File: src/core/bbc_pkg.sv
// shared constants and types for the branch, bit and call decoder
package bbc_pkg;

  // ------------------------------------------------------------------
  // opcode patterns
  // ------------------------------------------------------------------
  localparam logic [4:0] OP_REL_JUMP_ALWAYS = 5'h1a;  // 1101 0
  localparam logic [7:0] OP_JUMP_ON_ZERO    = 8'he0;
  localparam logic [7:0] OP_JUMP_ON_OVF     = 8'he4;
  localparam logic [6:0] OP_CALL_FIRST      = 7'h76;  // 1110 110
  localparam logic [3:0] OP_CALL_SECOND     = 4'hf;
  localparam logic [3:0] OP_BIT_FORCE_ONE   = 4'h8;
  localparam logic [3:0] OP_BIT_INVERT      = 4'h7;
  localparam logic [3:0] OP_SKIP_WHEN_ZERO  = 4'hb;
  localparam logic [3:0] OP_SKIP_WHEN_ONE   = 4'ha;

  // ------------------------------------------------------------------
  // widths and reset values
  // ------------------------------------------------------------------
  localparam int          PC_W       = 21;
  localparam logic [20:0] PC_RST     = 21'h000000;
  localparam logic [3:0]  ACCESS_BANK = 4'h0;
  localparam logic [20:0] CALL_RET_OFS = 21'h000004;

  // quarter-cycle phases of one instruction cycle
  typedef enum logic [1:0] {
    Q1 = 2'b00,
    Q2 = 2'b01,
    Q3 = 2'b10,
    Q4 = 2'b11
  } quarter_t;

  // decoded operation of the instruction in execution
  typedef enum logic [3:0] {
    OP_NONE      = 4'h0,
    OP_JMP       = 4'h1,
    OP_JZ        = 4'h2,
    OP_JOV       = 4'h3,
    OP_BSET      = 4'h4,
    OP_BINV      = 4'h5,
    OP_SKIP0     = 4'h6,
    OP_SKIP1     = 4'h7,
    OP_CALL      = 4'h8
  } op_t;

endpackage : bbc_pkg

File: src/core/file_bus_if.sv
// data-memory access path between the decoder and its bit unit
interface file_bus_if;
  logic [11:0] addr;
  logic [7:0]  rdata;
  logic [2:0]  bit_sel;
  logic        do_set;
  logic        do_inv;
  logic [7:0]  wdata;
  logic        bit_val;

  modport ctrl (output addr, output bit_sel, output do_set, output do_inv,
                input wdata, input bit_val, input rdata);
  modport unit (input addr, input bit_sel, input do_set, input do_inv,
                input rdata, output wdata, output bit_val);
endinterface : file_bus_if

File: src/core/bit_unit.sv
// bit modify and test unit for banked file registers
module bit_unit (
  file_bus_if.unit fb
);
  // ------------------------------------------------------------------
  // modify and test
  // ------------------------------------------------------------------
  logic [7:0] mask;

  always_comb begin
    mask = 8'h01 << fb.bit_sel;
    fb.bit_val = |(fb.rdata & mask);
    if (fb.do_set) begin
      fb.wdata = fb.rdata | mask;
    end else if (fb.do_inv) begin
      fb.wdata = fb.rdata ^ mask;
    end else begin
      fb.wdata = fb.rdata;
    end
  end
endmodule // bit_unit

File: src/core/pc_adder.sv
// relative target adder for word-aligned branch targets
module pc_adder
  import bbc_pkg::*;
(
  input  wire logic [PC_W-1:0] pc_i,
  input  wire logic [10:0]     ofs_i,
  output logic      [PC_W-1:0] target_o
);
  // ------------------------------------------------------------------
  // sign-extended word offset, bit 0 kept clear
  // ------------------------------------------------------------------
  logic [PC_W-1:0] ofs_ext;

  always_comb begin
    ofs_ext  = {{(PC_W-12){ofs_i[10]}}, ofs_i, 1'b0};
    target_o = {pc_i[PC_W-1:1] + ofs_ext[PC_W-1:1], 1'b0};
  end
endmodule // pc_adder

File: src/core/branch_bit_call_decode.sv
// decode and execute for relative jumps, file bit ops and subroutine call
// How it works
// - rel_jump_always: prefix 11010, 11-bit signed offset, always two cycles
// - taken relative jump goes to fetched address plus twice offset
// - jump_on_overflow e4 jumps only with overflow set; 2 or 1 cycles
// - jump_on_zero e0 jumps only with zero set; extra cycle idle
// - none of these instructions touches arithmetic status flags
// - file_bit_force_one: read in Q2, write bit one in Q4
// - access flag zero picks access bank, one picks bank_select_reg
// - file_bit_invert flips the selected bit by read-modify-write
// - skip flushes fetched word; two-word victim costs another idle cycle
// - call: first word 1110110s with k7:0, second 1111 with k19:8
// - call pushes own address plus four onto return stack
// - fast call copies working, flags and bank select into shadows
// - call loads k into pc 20:1 in Q4 of the second-word cycle, pushes in Q3, third cycle idle
module branch_bit_call_decode
  import bbc_pkg::*;
(
  // clock and reset
  input  wire logic            clk_i,
  input  wire logic            nrst_i,
  // instruction stream (same clock)
  input  wire logic [15:0]     instr_i,
  input  wire logic            instr_valid_i,
  // core state
  input  wire logic            flag_zero_i,
  input  wire logic            flag_ovf_i,
  input  wire logic [7:0]      working_i,
  input  wire logic [7:0]      flags_i,
  input  wire logic [3:0]      bank_select_reg_i,
  // data memory
  input  wire logic [7:0]      file_rdata_i,
  output logic      [11:0]     file_addr_o,
  output logic                 file_rd_o,
  output logic                 file_we_o,
  output logic      [7:0]      file_wdata_o,
  // program flow
  output logic      [PC_W-1:0] pc_o,
  output logic                 flush_o,
  output logic                 stack_push_o,
  output logic      [PC_W-1:0] return_stack_top_o,
  output logic      [1:0]      quarter_o,
  // shadows and status
  output logic      [7:0]      working_shadow_o,
  output logic      [7:0]      flags_shadow_o,
  output logic      [3:0]      bank_select_shadow_o,
  output logic                 status_we_o
);

  // ------------------------------------------------------------------
  // state
  // ------------------------------------------------------------------
  quarter_t        q_ff;
  op_t             op_ff;
  logic [15:0]     ir_ff;
  logic [PC_W-1:0] pc_ff;
  logic [PC_W-1:0] tos_ff;
  logic [1:0]      idle_ff;      // forced no-operation cycles pending
  logic            skip_arm_ff;  // flush next word, check for two-word
  logic            call2_ff;     // awaiting call second word
  logic            fast_ff;
  logic [7:0]      k_lo_ff;
  logic [7:0]      wdata_ff;
  logic            bit_ff;
  logic            we_ff;
  logic            push_ff;
  logic            flush_ff;
  logic [7:0]      ws_ff;
  logic [7:0]      ss_ff;
  logic [3:0]      bs_ff;

  file_bus_if fb ();
  logic [PC_W-1:0] rel_tgt;
  logic [10:0]     rel_ofs;
  logic            op_start;
  op_t             nxt_op;

  // ------------------------------------------------------------------
  // decode
  // ------------------------------------------------------------------
  always_comb begin
    nxt_op = OP_NONE;
    if (instr_i[15:11] == OP_REL_JUMP_ALWAYS) begin
      nxt_op = OP_JMP;
    end else if (instr_i[15:8] == OP_JUMP_ON_ZERO) begin
      nxt_op = OP_JZ;
    end else if (instr_i[15:8] == OP_JUMP_ON_OVF) begin
      nxt_op = OP_JOV;
    end else if (instr_i[15:9] == OP_CALL_FIRST) begin
      nxt_op = OP_CALL;
    end else if (instr_i[15:12] == OP_BIT_FORCE_ONE) begin
      nxt_op = OP_BSET;
    end else if (instr_i[15:12] == OP_BIT_INVERT) begin
      nxt_op = OP_BINV;
    end else if (instr_i[15:12] == OP_SKIP_WHEN_ZERO) begin
      nxt_op = OP_SKIP0;
    end else if (instr_i[15:12] == OP_SKIP_WHEN_ONE) begin
      nxt_op = OP_SKIP1;
    end
  end

  // a new word is taken at Q1 unless idle cycles or a call tail are due
  assign op_start = (q_ff == Q1) && instr_valid_i && (idle_ff == 2'b00)
                    && !call2_ff;

  // ------------------------------------------------------------------
  // quarter sequencer
  // ------------------------------------------------------------------
  always_ff @(posedge clk_i or negedge nrst_i) begin
    if (!nrst_i) begin
      q_ff <= Q1;
    end else begin
      q_ff <= quarter_t'(q_ff + 2'b01);
    end
  end

  // ------------------------------------------------------------------
  // instruction register
  // ------------------------------------------------------------------
  always_ff @(posedge clk_i or negedge nrst_i) begin
    if (!nrst_i) begin
      op_ff <= OP_NONE;
      ir_ff <= 16'h0000;
    end else if (q_ff == Q1) begin
      ir_ff <= instr_i;
      op_ff <= op_start ? nxt_op : OP_NONE;
    end
  end

  // ------------------------------------------------------------------
  // file access path
  // ------------------------------------------------------------------
  // bank from access flag
  assign fb.addr    = {ir_ff[8] ? bank_select_reg_i : ACCESS_BANK,
                       ir_ff[7:0]};
  assign fb.bit_sel = ir_ff[11:9];
  assign fb.do_set  = (op_ff == OP_BSET);
  assign fb.do_inv  = (op_ff == OP_BINV);
  assign fb.rdata   = file_rdata_i;

  bit_unit u_bit (
    .fb (fb)
  );

  // read in Q2, hold result for the Q4 write
  always_ff @(posedge clk_i or negedge nrst_i) begin
    if (!nrst_i) begin
      wdata_ff <= 8'h00;
      bit_ff   <= 1'b0;
      we_ff    <= 1'b0;
    end else begin
      if (q_ff == Q2) begin
        wdata_ff <= fb.wdata;
        bit_ff   <= fb.bit_val;
      end
      we_ff <= (q_ff == Q3) && (fb.do_set || fb.do_inv);
    end
  end

  // ------------------------------------------------------------------
  // program counter and flow control
  // ------------------------------------------------------------------
  // sign-extended offset; narrow branches use 8 bits
  assign rel_ofs = (op_ff == OP_JMP) ? ir_ff[10:0]
                                     : {{3{ir_ff[7]}}, ir_ff[7:0]};

  pc_adder u_add (
    .pc_i     (pc_ff),
    .ofs_i    (rel_ofs),
    .target_o (rel_tgt)
  );

  always_ff @(posedge clk_i or negedge nrst_i) begin
    if (!nrst_i) begin
      pc_ff       <= PC_RST;
      idle_ff     <= 2'b00;
      skip_arm_ff <= 1'b0;
      call2_ff    <= 1'b0;
      flush_ff    <= 1'b0;
    end else begin
      // flush is a one-clock pulse; the fetcher drops the word it holds
      // and the idle cycle below keeps the decoder from taking it anyway
      flush_ff <= 1'b0;
      // pc tracks the fetch: advance one word per cycle at Q1
      if (q_ff == Q1) begin
        pc_ff <= pc_ff + 21'h000002;
        if (idle_ff != 2'b00) begin
          idle_ff <= idle_ff - 2'b01;
        end
        // skipped word that is a call costs one more idle cycle
        if (skip_arm_ff) begin
          skip_arm_ff <= 1'b0;
          if (instr_i[15:9] == OP_CALL_FIRST) begin
            idle_ff <= 2'b01;
          end
        end
      end
      // taken branch writes pc in Q4, then idles
      if (q_ff == Q4) begin
        if ((op_ff == OP_JMP) || (op_ff == OP_JZ && flag_zero_i)
            || (op_ff == OP_JOV && flag_ovf_i)) begin
          pc_ff    <= rel_tgt;
          idle_ff  <= 2'b01;
          flush_ff <= 1'b1;
        end
        if ((op_ff == OP_SKIP0 && !bit_ff)
            || (op_ff == OP_SKIP1 && bit_ff)) begin
          idle_ff     <= 2'b01;
          skip_arm_ff <= 1'b1;
          flush_ff    <= 1'b1;
        end
        // second word arrives next cycle, then pc loads k
        if (op_ff == OP_CALL) begin
          call2_ff <= 1'b1;
        end
      end
      // second word supplies k19:8; target word aligned
      if (q_ff == Q4 && call2_ff) begin
        call2_ff <= 1'b0;
        if (ir_ff[15:12] == OP_CALL_SECOND) begin
          pc_ff    <= {ir_ff[11:0], k_lo_ff, 1'b0};
          idle_ff  <= 2'b01;
          flush_ff <= 1'b1;
        end
      end
    end
  end

  // ------------------------------------------------------------------
  // call operand capture
  // ------------------------------------------------------------------
  // k7:0 and the fast bit come with the first word; they must survive a
  // whole instruction cycle until the second word supplies k19:8
  always_ff @(posedge clk_i or negedge nrst_i) begin
    if (!nrst_i) begin
      fast_ff <= 1'b0;
      k_lo_ff <= 8'h00;
    end else if (op_start && (nxt_op == OP_CALL)) begin
      fast_ff <= instr_i[8];
      k_lo_ff <= instr_i[7:0];
    end
  end

  // ------------------------------------------------------------------
  // return stack top
  // ------------------------------------------------------------------
  // push call address plus four in Q3
  // pc already points one word past the call, so one word less is added;
  // the push is a one-clock pulse and tos holds until the next call
  always_ff @(posedge clk_i or negedge nrst_i) begin
    if (!nrst_i) begin
      tos_ff  <= PC_RST;
      push_ff <= 1'b0;
    end else begin
      push_ff <= (q_ff == Q3) && (op_ff == OP_CALL);
      if ((q_ff == Q3) && (op_ff == OP_CALL)) begin
        tos_ff <= pc_ff + CALL_RET_OFS - 21'h000002;
      end
    end
  end

  // ------------------------------------------------------------------
  // shadow registers
  // ------------------------------------------------------------------
  always_ff @(posedge clk_i or negedge nrst_i) begin
    if (!nrst_i) begin
      ws_ff <= 8'h00;
      ss_ff <= 8'h00;
      bs_ff <= 4'h0;
    end else if (q_ff == Q3 && op_ff == OP_CALL && fast_ff) begin
      ws_ff <= working_i;
      ss_ff <= flags_i;
      bs_ff <= bank_select_reg_i;
    end
  end

  // ------------------------------------------------------------------
  // outputs
  // ------------------------------------------------------------------
  assign file_addr_o          = fb.addr;
  assign file_rd_o            = (q_ff == Q2) && (op_ff inside {OP_BSET,
                                OP_BINV, OP_SKIP0, OP_SKIP1});
  assign file_we_o            = we_ff;
  assign file_wdata_o         = wdata_ff;
  assign pc_o                 = pc_ff;
  assign flush_o              = flush_ff;
  assign stack_push_o         = push_ff;
  assign return_stack_top_o   = tos_ff;
  assign quarter_o            = q_ff;
  assign working_shadow_o     = ws_ff;
  assign flags_shadow_o       = ss_ff;
  assign bank_select_shadow_o = bs_ff;
  assign status_we_o          = 1'b0;

endmodule // branch_bit_call_decode

File: config.mk
export PLATFORM = sky130hd
export DESIGN_NAME = branch_bit_call_decode
export DESIGN_NICKNAME = d
export VERILOG_FILES = /design/src/core/bbc_pkg.sv /design/src/core/file_bus_if.sv /design/src/core/bit_unit.sv /design/src/core/pc_adder.sv /design/src/core/branch_bit_call_decode.sv
export SDC_FILE = /design/constraint.sdc
export NUM_CORES = 1
export LEC_CHECK = 0
export BUFFER_PORTS_ARGS = -buffer_cell sky130_fd_sc_hd__buf_2
export CAP_MARGIN = 15
export CORE_UTILIZATION = 30
export DETAILED_ROUTE_END_ITERATION = 7
export GPL_TIMING_DRIVEN = 0
export SLEW_MARGIN = 20
export SYNTH_ARGS = -nofsm -noshare
export SYNTH_HDL_FRONTEND = slang
export SYNTH_SLANG_ARGS = --single-unit
export TNS_END_PERCENT = 50
File: constraint.sdc
create_clock -name clk_i -period 3 [get_ports clk_i]
set_input_delay 0.45 -clock clk_i [delete_from_list [all_inputs] [get_ports clk_i]]
set_output_delay 0.45 -clock clk_i [all_outputs]
set_load 0.01 [all_outputs]
* After elaboration in Yosys (flattened, before gate mapping)
Index checks and enable logic that the tools add are counted.
** Cells by class
- Add/subtract/negate cells :: 6
- Equality and inequality tests :: 21
- Shift-type cells :: 1
- Mux-type cells :: 38
- Bitwise logic cells :: 3
- Reductions and logical operators :: 27
** Operator list (number)
- 21-bit two-way mux :: 5
- 4-bit == test, second input constant :: 6
- 4-bit two-way mux :: 6
- 21-bit by 2-bit adder with 21-bit output, second input constant :: 1
- 21-bit by 3-bit adder with 21-bit output, second input constant :: 1
- 21-bit by 2-bit subtractor with 21-bit output, second input constant :: 1
- 20-bit adder :: 1
- 4-bit by 3-bit == test with 1-bit output, second input constant :: 5
- 2-bit two-way mux :: 9
- 8-bit == test, second input constant :: 2
- 8-bit two-way mux :: 2
- 1-bit logical AND :: 13
- 3-bit two-way mux :: 4
- 1-bit two-way mux :: 11
- 11-bit two-way mux :: 1
- 8-bit bitwise AND :: 1
- 4-bit by 2-bit == test with 1-bit output, second input constant :: 2
- 8-bit OR :: 1
- 8-bit OR reduction :: 1
- 1-bit by 3-bit left shift with 8-bit output, first input constant :: 1
- 8-bit XOR :: 1
- 7-bit == test, second input constant :: 1
- 2-bit nonzero test :: 3
- 5-bit == test, second input constant :: 1
- other kinds (10) :: 16
** Storage, ports and cells
- Flip-flop bits (word level) :: 109
- Input bits :: 49
- Output and inout bits :: 89
- Logic and storage cells :: 114

* Longest topological paths before layout
Gate-level depths: netlist of run 1.
- Depth in word-level cells :: 11
- Depth in mapped cells :: 10

* By module
From an unflattened synthesis of run 1, not the netlist that was laid out.
** Unflattened totals
- Cells, all modules :: 679
- Area, all modules :: 6877.8 um^2
** Modules (own cells, without submodules)
- branch_bit_call_decode :: instances 1, cells an instance 481, area each 5350.1 um^2, seq. area each 2727.6 um^2
- pc_adder :: instances 1, cells an instance 134, area each 1012.2 um^2, seq. area each 0.0 um^2
- bit_unit :: instances 1, cells an instance 64, area each 515.5 um^2, seq. area each 0.0 um^2

* Least setup slack after synthesis of run 1
No wires, ideal clock.
- Path kind :: register to register
- Start :: reg op_ff[2]
- End :: reg pc_ff[20], in the netlist pc_o[20]
- Setup time :: 0.094 ns
- Arrival :: 2.802 ns
- Slack :: 0.104 ns
- Cell stages (with the launch flop) :: 11
- Path buffers :: 0
- Path through :: dfrtp_1 -> nor4b_2 -> mux2_4 -> ha_1 -> a21o_2 -> a31oi_1 -> o21ai_0 -> a31oi_1 -> a21bo_1 -> xnor2_1 -> a221oi_2
** Between the ends
- Word-level cells in the longest chain between the ends :: 8
- Elaborated cells on any way between the ends :: 13
- Those cells by class :: add/sub (1); eq/ne (3); mux (5); reduce/logical (4)
** Ends and longest elaborated chain
- from (decl) :: RTL line branch_bit_call_decode.sv:54 : op_t op_ff;
- from (signal assigned) :: RTL line branch_bit_call_decode.sv:126 : op_ff <= op_start ? nxt_op : OP_NONE;
- parallel branches: the longest is 4 deep, another holds 20-bit adder
- 21-bit two-way mux * :: RTL line branch_bit_call_decode.sv:200 : if ((op_ff == OP_JMP) || (op_ff == OP_JZ && flag_zero_i)
- 21-bit two-way mux * :: RTL line branch_bit_call_decode.sv:199 : if (q_ff == Q4) begin
- 21-bit two-way mux :: RTL line branch_bit_call_decode.sv:220 : if (ir_ff[15:12] == OP_CALL_SECOND) begin
- 21-bit two-way mux * :: RTL line branch_bit_call_decode.sv:218 : if (q_ff == Q4 && call2_ff) begin
- to (signal assigned) :: RTL line branch_bit_call_decode.sv:186 : pc_ff <= pc_ff + 21'h000002;
- to (signal assigned) :: RTL line branch_bit_call_decode.sv:202 : pc_ff <= rel_tgt;
- to (signal assigned) :: RTL line branch_bit_call_decode.sv:221 : pc_ff <= {ir_ff[11:0], k_lo_ff, 1'b0};
- to (decl) :: RTL line branch_bit_call_decode.sv:56 : logic [PC_W-1:0] pc_ff;
Every way passes the cells marked *.
A chain may end at the register's enable or synchronous reset.

* Final worst setup path of run 1
- Start :: reg op_ff[1]
- End :: reg pc_ff[19], in the netlist pc_o[19]
Same word-level chain as after synthesis.

==> flow_summary.rst, run 1 <==
.. list-table::
   :header-rows: 1

   * - Metric
     - Value
   * - Die extent in x
     - 149 um
   * - GRT Util Overall
     - 0.168
   * - Initial DRC Count
     - 296
   * - Least-Margin Pin Slew
     - 1.02 ns
   * - Sequential element share of the synthesized area
     - 0.420
   * - Number of buffers added by the clock tree synthesis step
     - 9
   * - Number of H-tree levels
     - 3
   * - Maximum number of pins on one net before global-route repair
     - 67
   * - Clock tree from TritonCTS
     - built
   * - DP Cell Count
     - 1069
   * - Number of detailed-routing iterations run before antenna repair
     - 4
   * - Crit path time final
     - 3.03 ns
   * - Area of the die
     - 22200 sq um
   * - Vias/cell
     - 4.86
   * - Number of top-level pins
     - 138
   * - Unique cell type count in the Yosys netlist
     - 62
   * - Final setup violation count
     - 1
   * - Count of antenna-violating nets left after detailed routing
     - 0
   * - Overall die height
     - 149 um
   * - Post-layout nets
     - 911
   * - Clock tree root buffer cell
     - sky130_fd_sc_hd__clkbuf_16
   * - Cell Count, Final, Fillers Out
     - 1097
   * - Final total negative setup slack
     - -0.0311 ns
   * - Maximum buffer depth of the clock tree
     - 2
   * - Starting density of the core
     - 0.308
   * - Reg2Reg Capture Point
     - pc_o[19]
   * - Drt drc
     - 0
   * - Residual overflow from global routing
     - 0
   * - Share of flip-flops with an asynchronous set or reset
     - 1.00
   * - Arrival time of data at the critical path endpoint
     - 3.26 ns
   * - First-pass GRT wire length
     - 28700 um
   * - Startpoint of the worst-slack reg-to-reg timing path
     - op_ff[1]
   * - Worst clock skew
     - 0.00890 ns
   * - Number of maximum-capacitance violations
     - 0
   * - Max-slew violation count
     - 0
   * - Insertion delay of the later-clocked pin in the worst-skew pair
     - 0.36 ns
   * - Result of the run
     - finished, violations left
   * - CTS sink count
     - 109
   * - Register-to-register path setup slack
     - -0.03 ns
   * - Maximum operating frequency
     - 0.330 GHz
   * - Total wire length after detailed routing
     - 17800 um
   * - Routed met2 length
     - 8120 um
   * - Setup repair after global routing missed its margin
     - yes
   * - Power density over cell area
     - 668 nW/um^2
   * - Final critical-path setup slack
     - -0.0311 ns
   * - Growth of design area from synthesis to finish
     - 25.0%
   * - Worst R2R Path Depth
     - 11
   * - Crit share post-route
     - 1.01
   * - Number of global-route vias before repair
     - 5201
   * - Top routing layer used
     - met4
   * - Critical path launch point type
     - register
   * - Setup crit end kind
     - register
   * - Via count of the routed design
     - 5334
   * - Number of enable-type register cells in the synthesized netlist
     - 0
   * - Lkg Pwr
     - 3.80 nW
   * - IO Port Bufs
     - 136
   * - Count of endpoints failing hold in the final timing report
     - 0
   * - WL per Instance
     - 16.2 um
   * - Dpl ws
     - -0.411 ns
   * - Worst slew margin relative to its limit
     - 0.317
   * - Final Util
     - 0.385
   * - Post-DP HPWL
     - 13400 um
   * - Fin Hold WS
     - 0.0179 ns
   * - Met3 layer wire length in the routed design
     - 917 um
   * - Max FO, Critical Path
     - 7
   * - Length of routed wiring on met1
     - 8520 um
   * - GPL Wtd Cong
     - 0.857
   * - Share of final-layout standard cells stronger than drive strength 1
     - 0.324
   * - Number of antenna diodes
     - 0
   * - Total nets after synthesis
     - 751
   * - Worst min path class
     - input pin to asynchronous set/reset pin
   * - Post-synthesis instance total
     - 657
   * - Violations in the final reports
     - setup timing
   * - Syn_area_per_cell
     - 9.87 sq um
   * - Dominant synthesized flop cell
     - sky130_fd_sc_hd__dfrtp_1
   * - Placeable Area
     - 21100 sq um
   * - Clock slew seen by the registers of the worst setup and hold paths
     - 0.07 ns
   * - FF+latch count, synth
     - 109
   * - Synth warn
     - 0
   * - Largest vdd supply drop
     - 0.000317 V
   * - Row count
     - 53
   * - Total standard cell area after synthesis
     - 6490 sq um
   * - Initial antenna violation count
     - 0
   * - Kind of critical path
     - register to register
   * - CTS Hold Buffers Added
     - 0
   * - Data required, critical path
     - 3.22 ns
registers in the layout, summed over array words and instances, names as in the netlist:
register              count
bank_select_shadow_o      4
working_shadow_o          8
fast_ff                   1
file_we_o                 1
k_lo_ff                   8
pc_o                     21
ir_ff                    16
return_stack_top_o       21
call2_ff                  1
skip_arm_ff               1
op_ff                     4
quarter_o                 2
flush_o                   1
file_wdata_o              8
idle_ff                   2
flags_shadow_o            8
stack_push_o              1
bit_ff                    1
synthesized netlist by cell type, drive strengths merged (3+ instances only):
library cell,instances,area share
o22ai,5,0.0048
nor4b,3,0.0050
a21o,8,0.0096
nand2,67,0.039
xnor2,27,0.036
a211oi,5,0.0058
o21ai,41,0.032
buf,15,0.015
nor3,3,0.0023
nor2,46,0.027
o211ai,10,0.012
and3,11,0.011
and4,4,0.0056
or3,4,0.0039
ha,44,0.085
nand3,17,0.013
a31oi,8,0.012
and2,8,0.0077
mux2i,3,0.0046
nand4,7,0.0067
xor2,30,0.041
clkbuf,21,0.012
nor2b,4,0.0039
nand2b,3,0.0029
a21oi,44,0.035
nor4,3,0.0029
mux2,48,0.084
dfrtp,109,0.42
inv,29,0.017
worst max-delay path, cell delays in order (launching register included):
cell and delay [ns]:
sky130_fd_sc_hd__dfrtp_2 0.46, sky130_fd_sc_hd__nor4b_4 0.38, sky130_fd_sc_hd__mux2_4 0.42, sky130_fd_sc_hd__buf_6 0.15, sky130_fd_sc_hd__ha_4 0.23, sky130_fd_sc_hd__o21ai_2 0.05
sky130_fd_sc_hd__o21bai_1 0.10, sky130_fd_sc_hd__o31a_1 0.33, sky130_fd_sc_hd__a22o_1 0.22, sky130_fd_sc_hd__a211oi_2 0.23, sky130_fd_sc_hd__xor2_1 0.24, sky130_fd_sc_hd__a21oi_1 0.09
stage by stage:
stage / total power [mW] / instance area (sq um)
final: 5.42 / 8110
after global routing: 5.79 / 8110
after CTS: 5.31 / 7960
after detailed placement: 3.99 / 7550
after global placement: 3.97 / 7510
after floorplan: 3.35 / 6490
logic make-up (layout without fill, tap and decap cells):
kind of cell             after synthesis  count (layout)  share of synthesized area
AND/OR/NAND/NOR                      187             187                      0.139
AO/OA/AOI/OAI                        142             142                      0.143
flip-flops                           109             109                      0.420
buffers and inverters                 65             230                     0.0436
XOR/XNOR                              57              57                     0.0770
multiplexers                          51              51                     0.0885
adder cells (fa/ha/maj)               45              45                     0.0879
other                                  1               1                   0.000578
power breakdown:
part	switching [mW]	total (mW)	leakage, nW	internal, mW
sequential	0.340	1.97	1.36	1.63
clock	0.579	1.20	0.148	0.620
combinational	1.17	2.25	2.29	1.07
total	2.09	5.42	3.80	3.33
repair_timing:
| item | CTS | global route |
|---|---|---|
| gates resized for setup | 15 | 16 |
| endpoints found under the setup margin | 8 | 8 |
| pin swaps | 4 | 17 |
| buffers inserted | 5 | 7 |
layout by cell type (no fill, tap or decap), types with 10 or more instances in the layout:
cell / count
sky130_fd_sc_hd__buf_4: 20
sky130_fd_sc_hd__a21oi_1: 42
sky130_fd_sc_hd__ha_1: 36
sky130_fd_sc_hd__nand3_1: 17
sky130_fd_sc_hd__clkbuf_1: 21
sky130_fd_sc_hd__mux2_2: 45
sky130_fd_sc_hd__xor2_1: 30
sky130_fd_sc_hd__buf_2: 139
sky130_fd_sc_hd__inv_1: 29
sky130_fd_sc_hd__xnor2_1: 27
sky130_fd_sc_hd__o21ai_1: 10
sky130_fd_sc_hd__dfrtp_1: 106
sky130_fd_sc_hd__o21ai_0: 29
sky130_fd_sc_hd__o211ai_1: 10
sky130_fd_sc_hd__nand2_1: 67
sky130_fd_sc_hd__nor2_1: 44
per-layer routing:
metal | vias to the layer above | track usage
met2 | 156 | 0.270
met5 | - | 0
met1 | 2536 | 0.228
met3 | 24 | 0.0330
met4 | 0 | 0.0500
li1 | 2618 | -
area by class of cell:
type	instances	area, sq um
Buffer	36	174
Sequential cell	109	2730
Tap cell	275	344
Clock buffer	11	253
Clock inverter	5	42.5
Timing Repair Buffer	149	808
Fill cell	2137	13000
Multi-Input combinational cell	483	3650
Inverter	29	109
how the worst max path moves through the flow:
stage               startpoint        to  depth (start not counted)
floorplan             op_ff[2]  pc_o[20]                         10
global placement      op_ff[2]  pc_o[19]                         10
detailed placement    op_ff[1]  pc_o[19]                         10
CTS                   op_ff[3]  pc_o[19]                         11
global route          op_ff[1]  pc_o[19]                         10
finish                op_ff[1]  pc_o[19]                         11
Power figures use the tool's default switching activity.
==> run 2, diff against run 1 <==
Settings changed: HOLD_SLACK_MARGIN set to 0.06.
==> run 2 against run 1 <==
  * Count of clock-buffer cells in the layout did not move
  * Largest power group unchanged
  * Combinational power hardly changed
  * Die area is the same
  * Via count is 0.64% higher
  * The run still ends with setup timing left
  * Design area up 0.12%
  * Critical path depth unchanged
  * Power barely moved
  * Maximum frequency hardly changed
  * Cell count is essentially flat
  * Utilization is essentially flat
==> flow_summary.rst, run 2 (synthesis results as in run 1) <==
.. list-table::
   :header-rows: 1

   * - Metric
     - Value
   * - Row count
     - 53 (unchanged)
   * - Critical path launch point type
     - register
   * - GPL Wtd Cong
     - 0.857 (unchanged)
   * - Number of global-route vias before repair
     - 5201 (unchanged)
   * - Number of buffers and inverters on the critical path
     - 1 (unchanged)
   * - Insertion delay of the later-clocked pin in the worst-skew pair
     - 0.36 ns (about the same)
   * - Count of endpoints failing hold in the final timing report
     - 0 (unchanged)
   * - Max-slew violation count
     - 0 (unchanged)
   * - Crit path time final
     - 3.03 ns (+0.00151 ns)
   * - Final setup violation count
     - 1 (unchanged)
   * - Max FO, Critical Path
     - 7 (unchanged)
   * - Maximum buffer depth of the clock tree
     - 2 (unchanged)
   * - First-pass GRT wire length
     - 28700 um (unchanged)
   * - Via count of the routed design
     - 5368 (+0.64%)
   * - Top Family by Delay on Critical Path
     - compound AO/OA/AOI/OAI gates
   * - Cell Count, Final, Fillers Out
     - 1098 (+0.091%)
   * - Vias/cell
     - 4.89 (+0.55%)
   * - Worst slew margin relative to its limit
     - 0.323 (+0.00635)
   * - Maximum operating frequency
     - 0.330 GHz (about the same)
   * - Logic depth of the worst path, buffers included
     - 11 (unchanged)
   * - Worst min path class
     - input pin to register
   * - Number of H-tree levels
     - 3 (unchanged)
   * - WL per Instance
     - 16.3 um (+0.15%)
   * - Maximum number of pins on one net before global-route repair
     - 67 (unchanged)
   * - Setup crit end kind
     - register
   * - Count of fill cells added during filler insertion
     - 2136 (-0.047%)
   * - Placeable Area
     - 21100 sq um (unchanged)
   * - Number of maximum-capacitance violations
     - 0 (unchanged)
   * - Startpoint of the worst-slack reg-to-reg timing path
     - op_ff[1]
   * - Overall die height
     - 149 um (unchanged)
   * - Worst R2R Path Depth
     - 11 (unchanged)
   * - Power density over cell area
     - 667 nW/um^2 (-0.13%)
   * - Initial DRC Count
     - 313 (+5.7%)
   * - Clock tree root buffer cell
     - sky130_fd_sc_hd__clkbuf_16
   * - Die extent in x
     - 149 um (unchanged)
   * - Starting density of the core
     - 0.308 (unchanged)
   * - Number of detailed-routing iterations run before antenna repair
     - 4 (unchanged)
   * - DP Cell Count
     - 1069 (unchanged)
   * - Setup repair after global routing missed its margin
     - yes
   * - Number of antenna diodes
     - 0 (unchanged)
   * - Worst clock skew
     - 0.0115 ns (+0.00260 ns)
   * - Startpoint of the lowest-slack hold path
     - working_i[5]
   * - CTS sink count
     - 109 (unchanged)
   * - Worst stage delay on the critical path
     - 0.45 ns (about the same)
   * - Drt drc
     - 0 (unchanged)
   * - Result of the run
     - finished, violations left
   * - Worst-path cell with the longest stage delay
     - sky130_fd_sc_hd__dfrtp_2
   * - Data required, critical path
     - 3.22 ns (about the same)
   * - Register-to-register path setup slack
     - -0.03 ns (about the same)
   * - Crit share post-route
     - 1.01 (about the same)
   * - Commonest non-fill, non-tap cell in the layout
     - sky130_fd_sc_hd__buf_2
   * - Initial antenna violation count
     - 0 (unchanged)
   * - Final critical-path setup slack
     - -0.0326 ns (-0.00151 ns)
   * - Post-DP HPWL
     - 13400 um (unchanged)
   * - Commonest cells after routing, fill and taps aside
     - 139 x sky130_fd_sc_hd__buf_2, 106 x sky130_fd_sc_hd__dfrtp_1, 67 x sky130_fd_sc_hd__nand2_1
   * - Violations in the final reports
     - setup timing
   * - Lkg Pwr
     - 3.80 nW (+0.11%)
   * - Area of the die
     - 22200 sq um (unchanged)
   * - Beginning of the critical path
     - op_ff[1]
   * - Least-Margin Pin Slew
     - 1.01 ns (-0.00946 ns)
   * - Total wire length after detailed routing
     - 17900 um (+0.24%)
   * - Count of antenna-violating nets left after detailed routing
     - 0 (unchanged)
   * - IO Port Bufs
     - 136 (unchanged)
   * - Residual overflow from global routing
     - 0 (unchanged)
   * - Share of final-layout standard cells stronger than drive strength 1
     - 0.323 (-0.000393)
   * - Worst setup path end
     - pc_o[19]
   * - Number of top-level pins
     - 138 (unchanged)
   * - Post-layout nets
     - 912 (+0.11%)
   * - Reg2Reg Capture Point
     - pc_o[19]
   * - GRT Util Overall
     - 0.168 (unchanged)
   * - Clock tree from TritonCTS
     - built
   * - Clock slew seen by the registers of the worst setup and hold paths
     - 0.07 ns (about the same)
   * - Growth of design area from synthesis to finish
     - 25.1%
   * - Power Total
     - 5.42 mW (about the same)
   * - Arrival time of data at the critical path endpoint
     - 3.25 ns (about the same)
   * - Critical Path, Cell by Cell
     - nor4b_4 > mux2_4 > buf_6 > ha_4 > o21ai_2 > o21bai_1 > o31a_1 > a22o_1 > a211oi_2 > xor2_1 > a21oi_1
   * - Kind of critical path
     - register to register
   * - Number of buffers added by the clock tree synthesis step
     - 9 (unchanged)
   * - Largest vdd supply drop
     - 0.000320 V (+0.98%)
-- run 2: cell types whose count changed in the layout (fill, tap and decap cells not counted), sizes merged --
cell         previous run  this run
dlygate4sd3             0         1
-- run 2: routing by layer --
metal	share of wire	global-route usage	wire, um	vias up
met5	0	0	0	-
met4	0.015	0.0500	275	0
met3	0.053	0.0330	947	26
met2	0.46	0.270	8180	167
met1	0.47	0.228	8470	2555
li1	-	-	-	2620
-- run 2: cell type report --
type	count	area [sq um]	share of cell area
repair buffers	150	818	0.101
plain buffers	36	174	0.0214
clock buffers	11	253	0.0311
well taps	275	344	0.0424
flip-flops and latches	109	2730	0.336
clock inverters	5	42.5	0.00524
multi-input cells	483	3650	0.449
inverters	29	109	0.0134
-- run 2: how the worst min path moves through the flow --
| stage | endpoint | depth (start not counted) |
|---|---|---|
| after floorplan | bank_select_shadow_o[0] | 0 |
| after global placement | return_stack_top_o[7] | 2 |
| after detailed placement | ir_ff[1] | 1 |
| after CTS | working_shadow_o[5] | 2 |
| after global routing | working_shadow_o[0] | 2 |
| final | working_shadow_o[5] | 2 |
-- run 2: repair_timing --
item                                    CTS  global route
endpoints found under the hold margin    43             0
gates resized for setup                  15            16
hold buffers                              1             0
endpoints found under the setup margin    8             8
setup buffers                             5             7
pin swaps                                 4            17
-- run 2: power by group --
part / internal, mW / switching, mW / leakage (nW)
registers: 1.63 / 0.340 / 1.36
logic: 1.07 / 1.17 / 2.29
clock network: 0.620 / 0.580 / 0.148
total: 3.33 / 2.09 / 3.80
-- run 2: metrics by stage --
stage	TNS [ns]	setup WS (ns)	hold slack (ns)	util	area, sq um
CTS	0	0.00356	0.313	0.378	7970
detailed placement	-1.70	-0.411	0.427	0.358	7550
global placement	-1.48	-0.376	0.459	0.356	7510
finish	-0.0326	-0.0326	0.323	0.385	8120
floorplan	0	0.104	0.154	-	6490
global route	-0.445	-0.176	0.308	0.385	8120
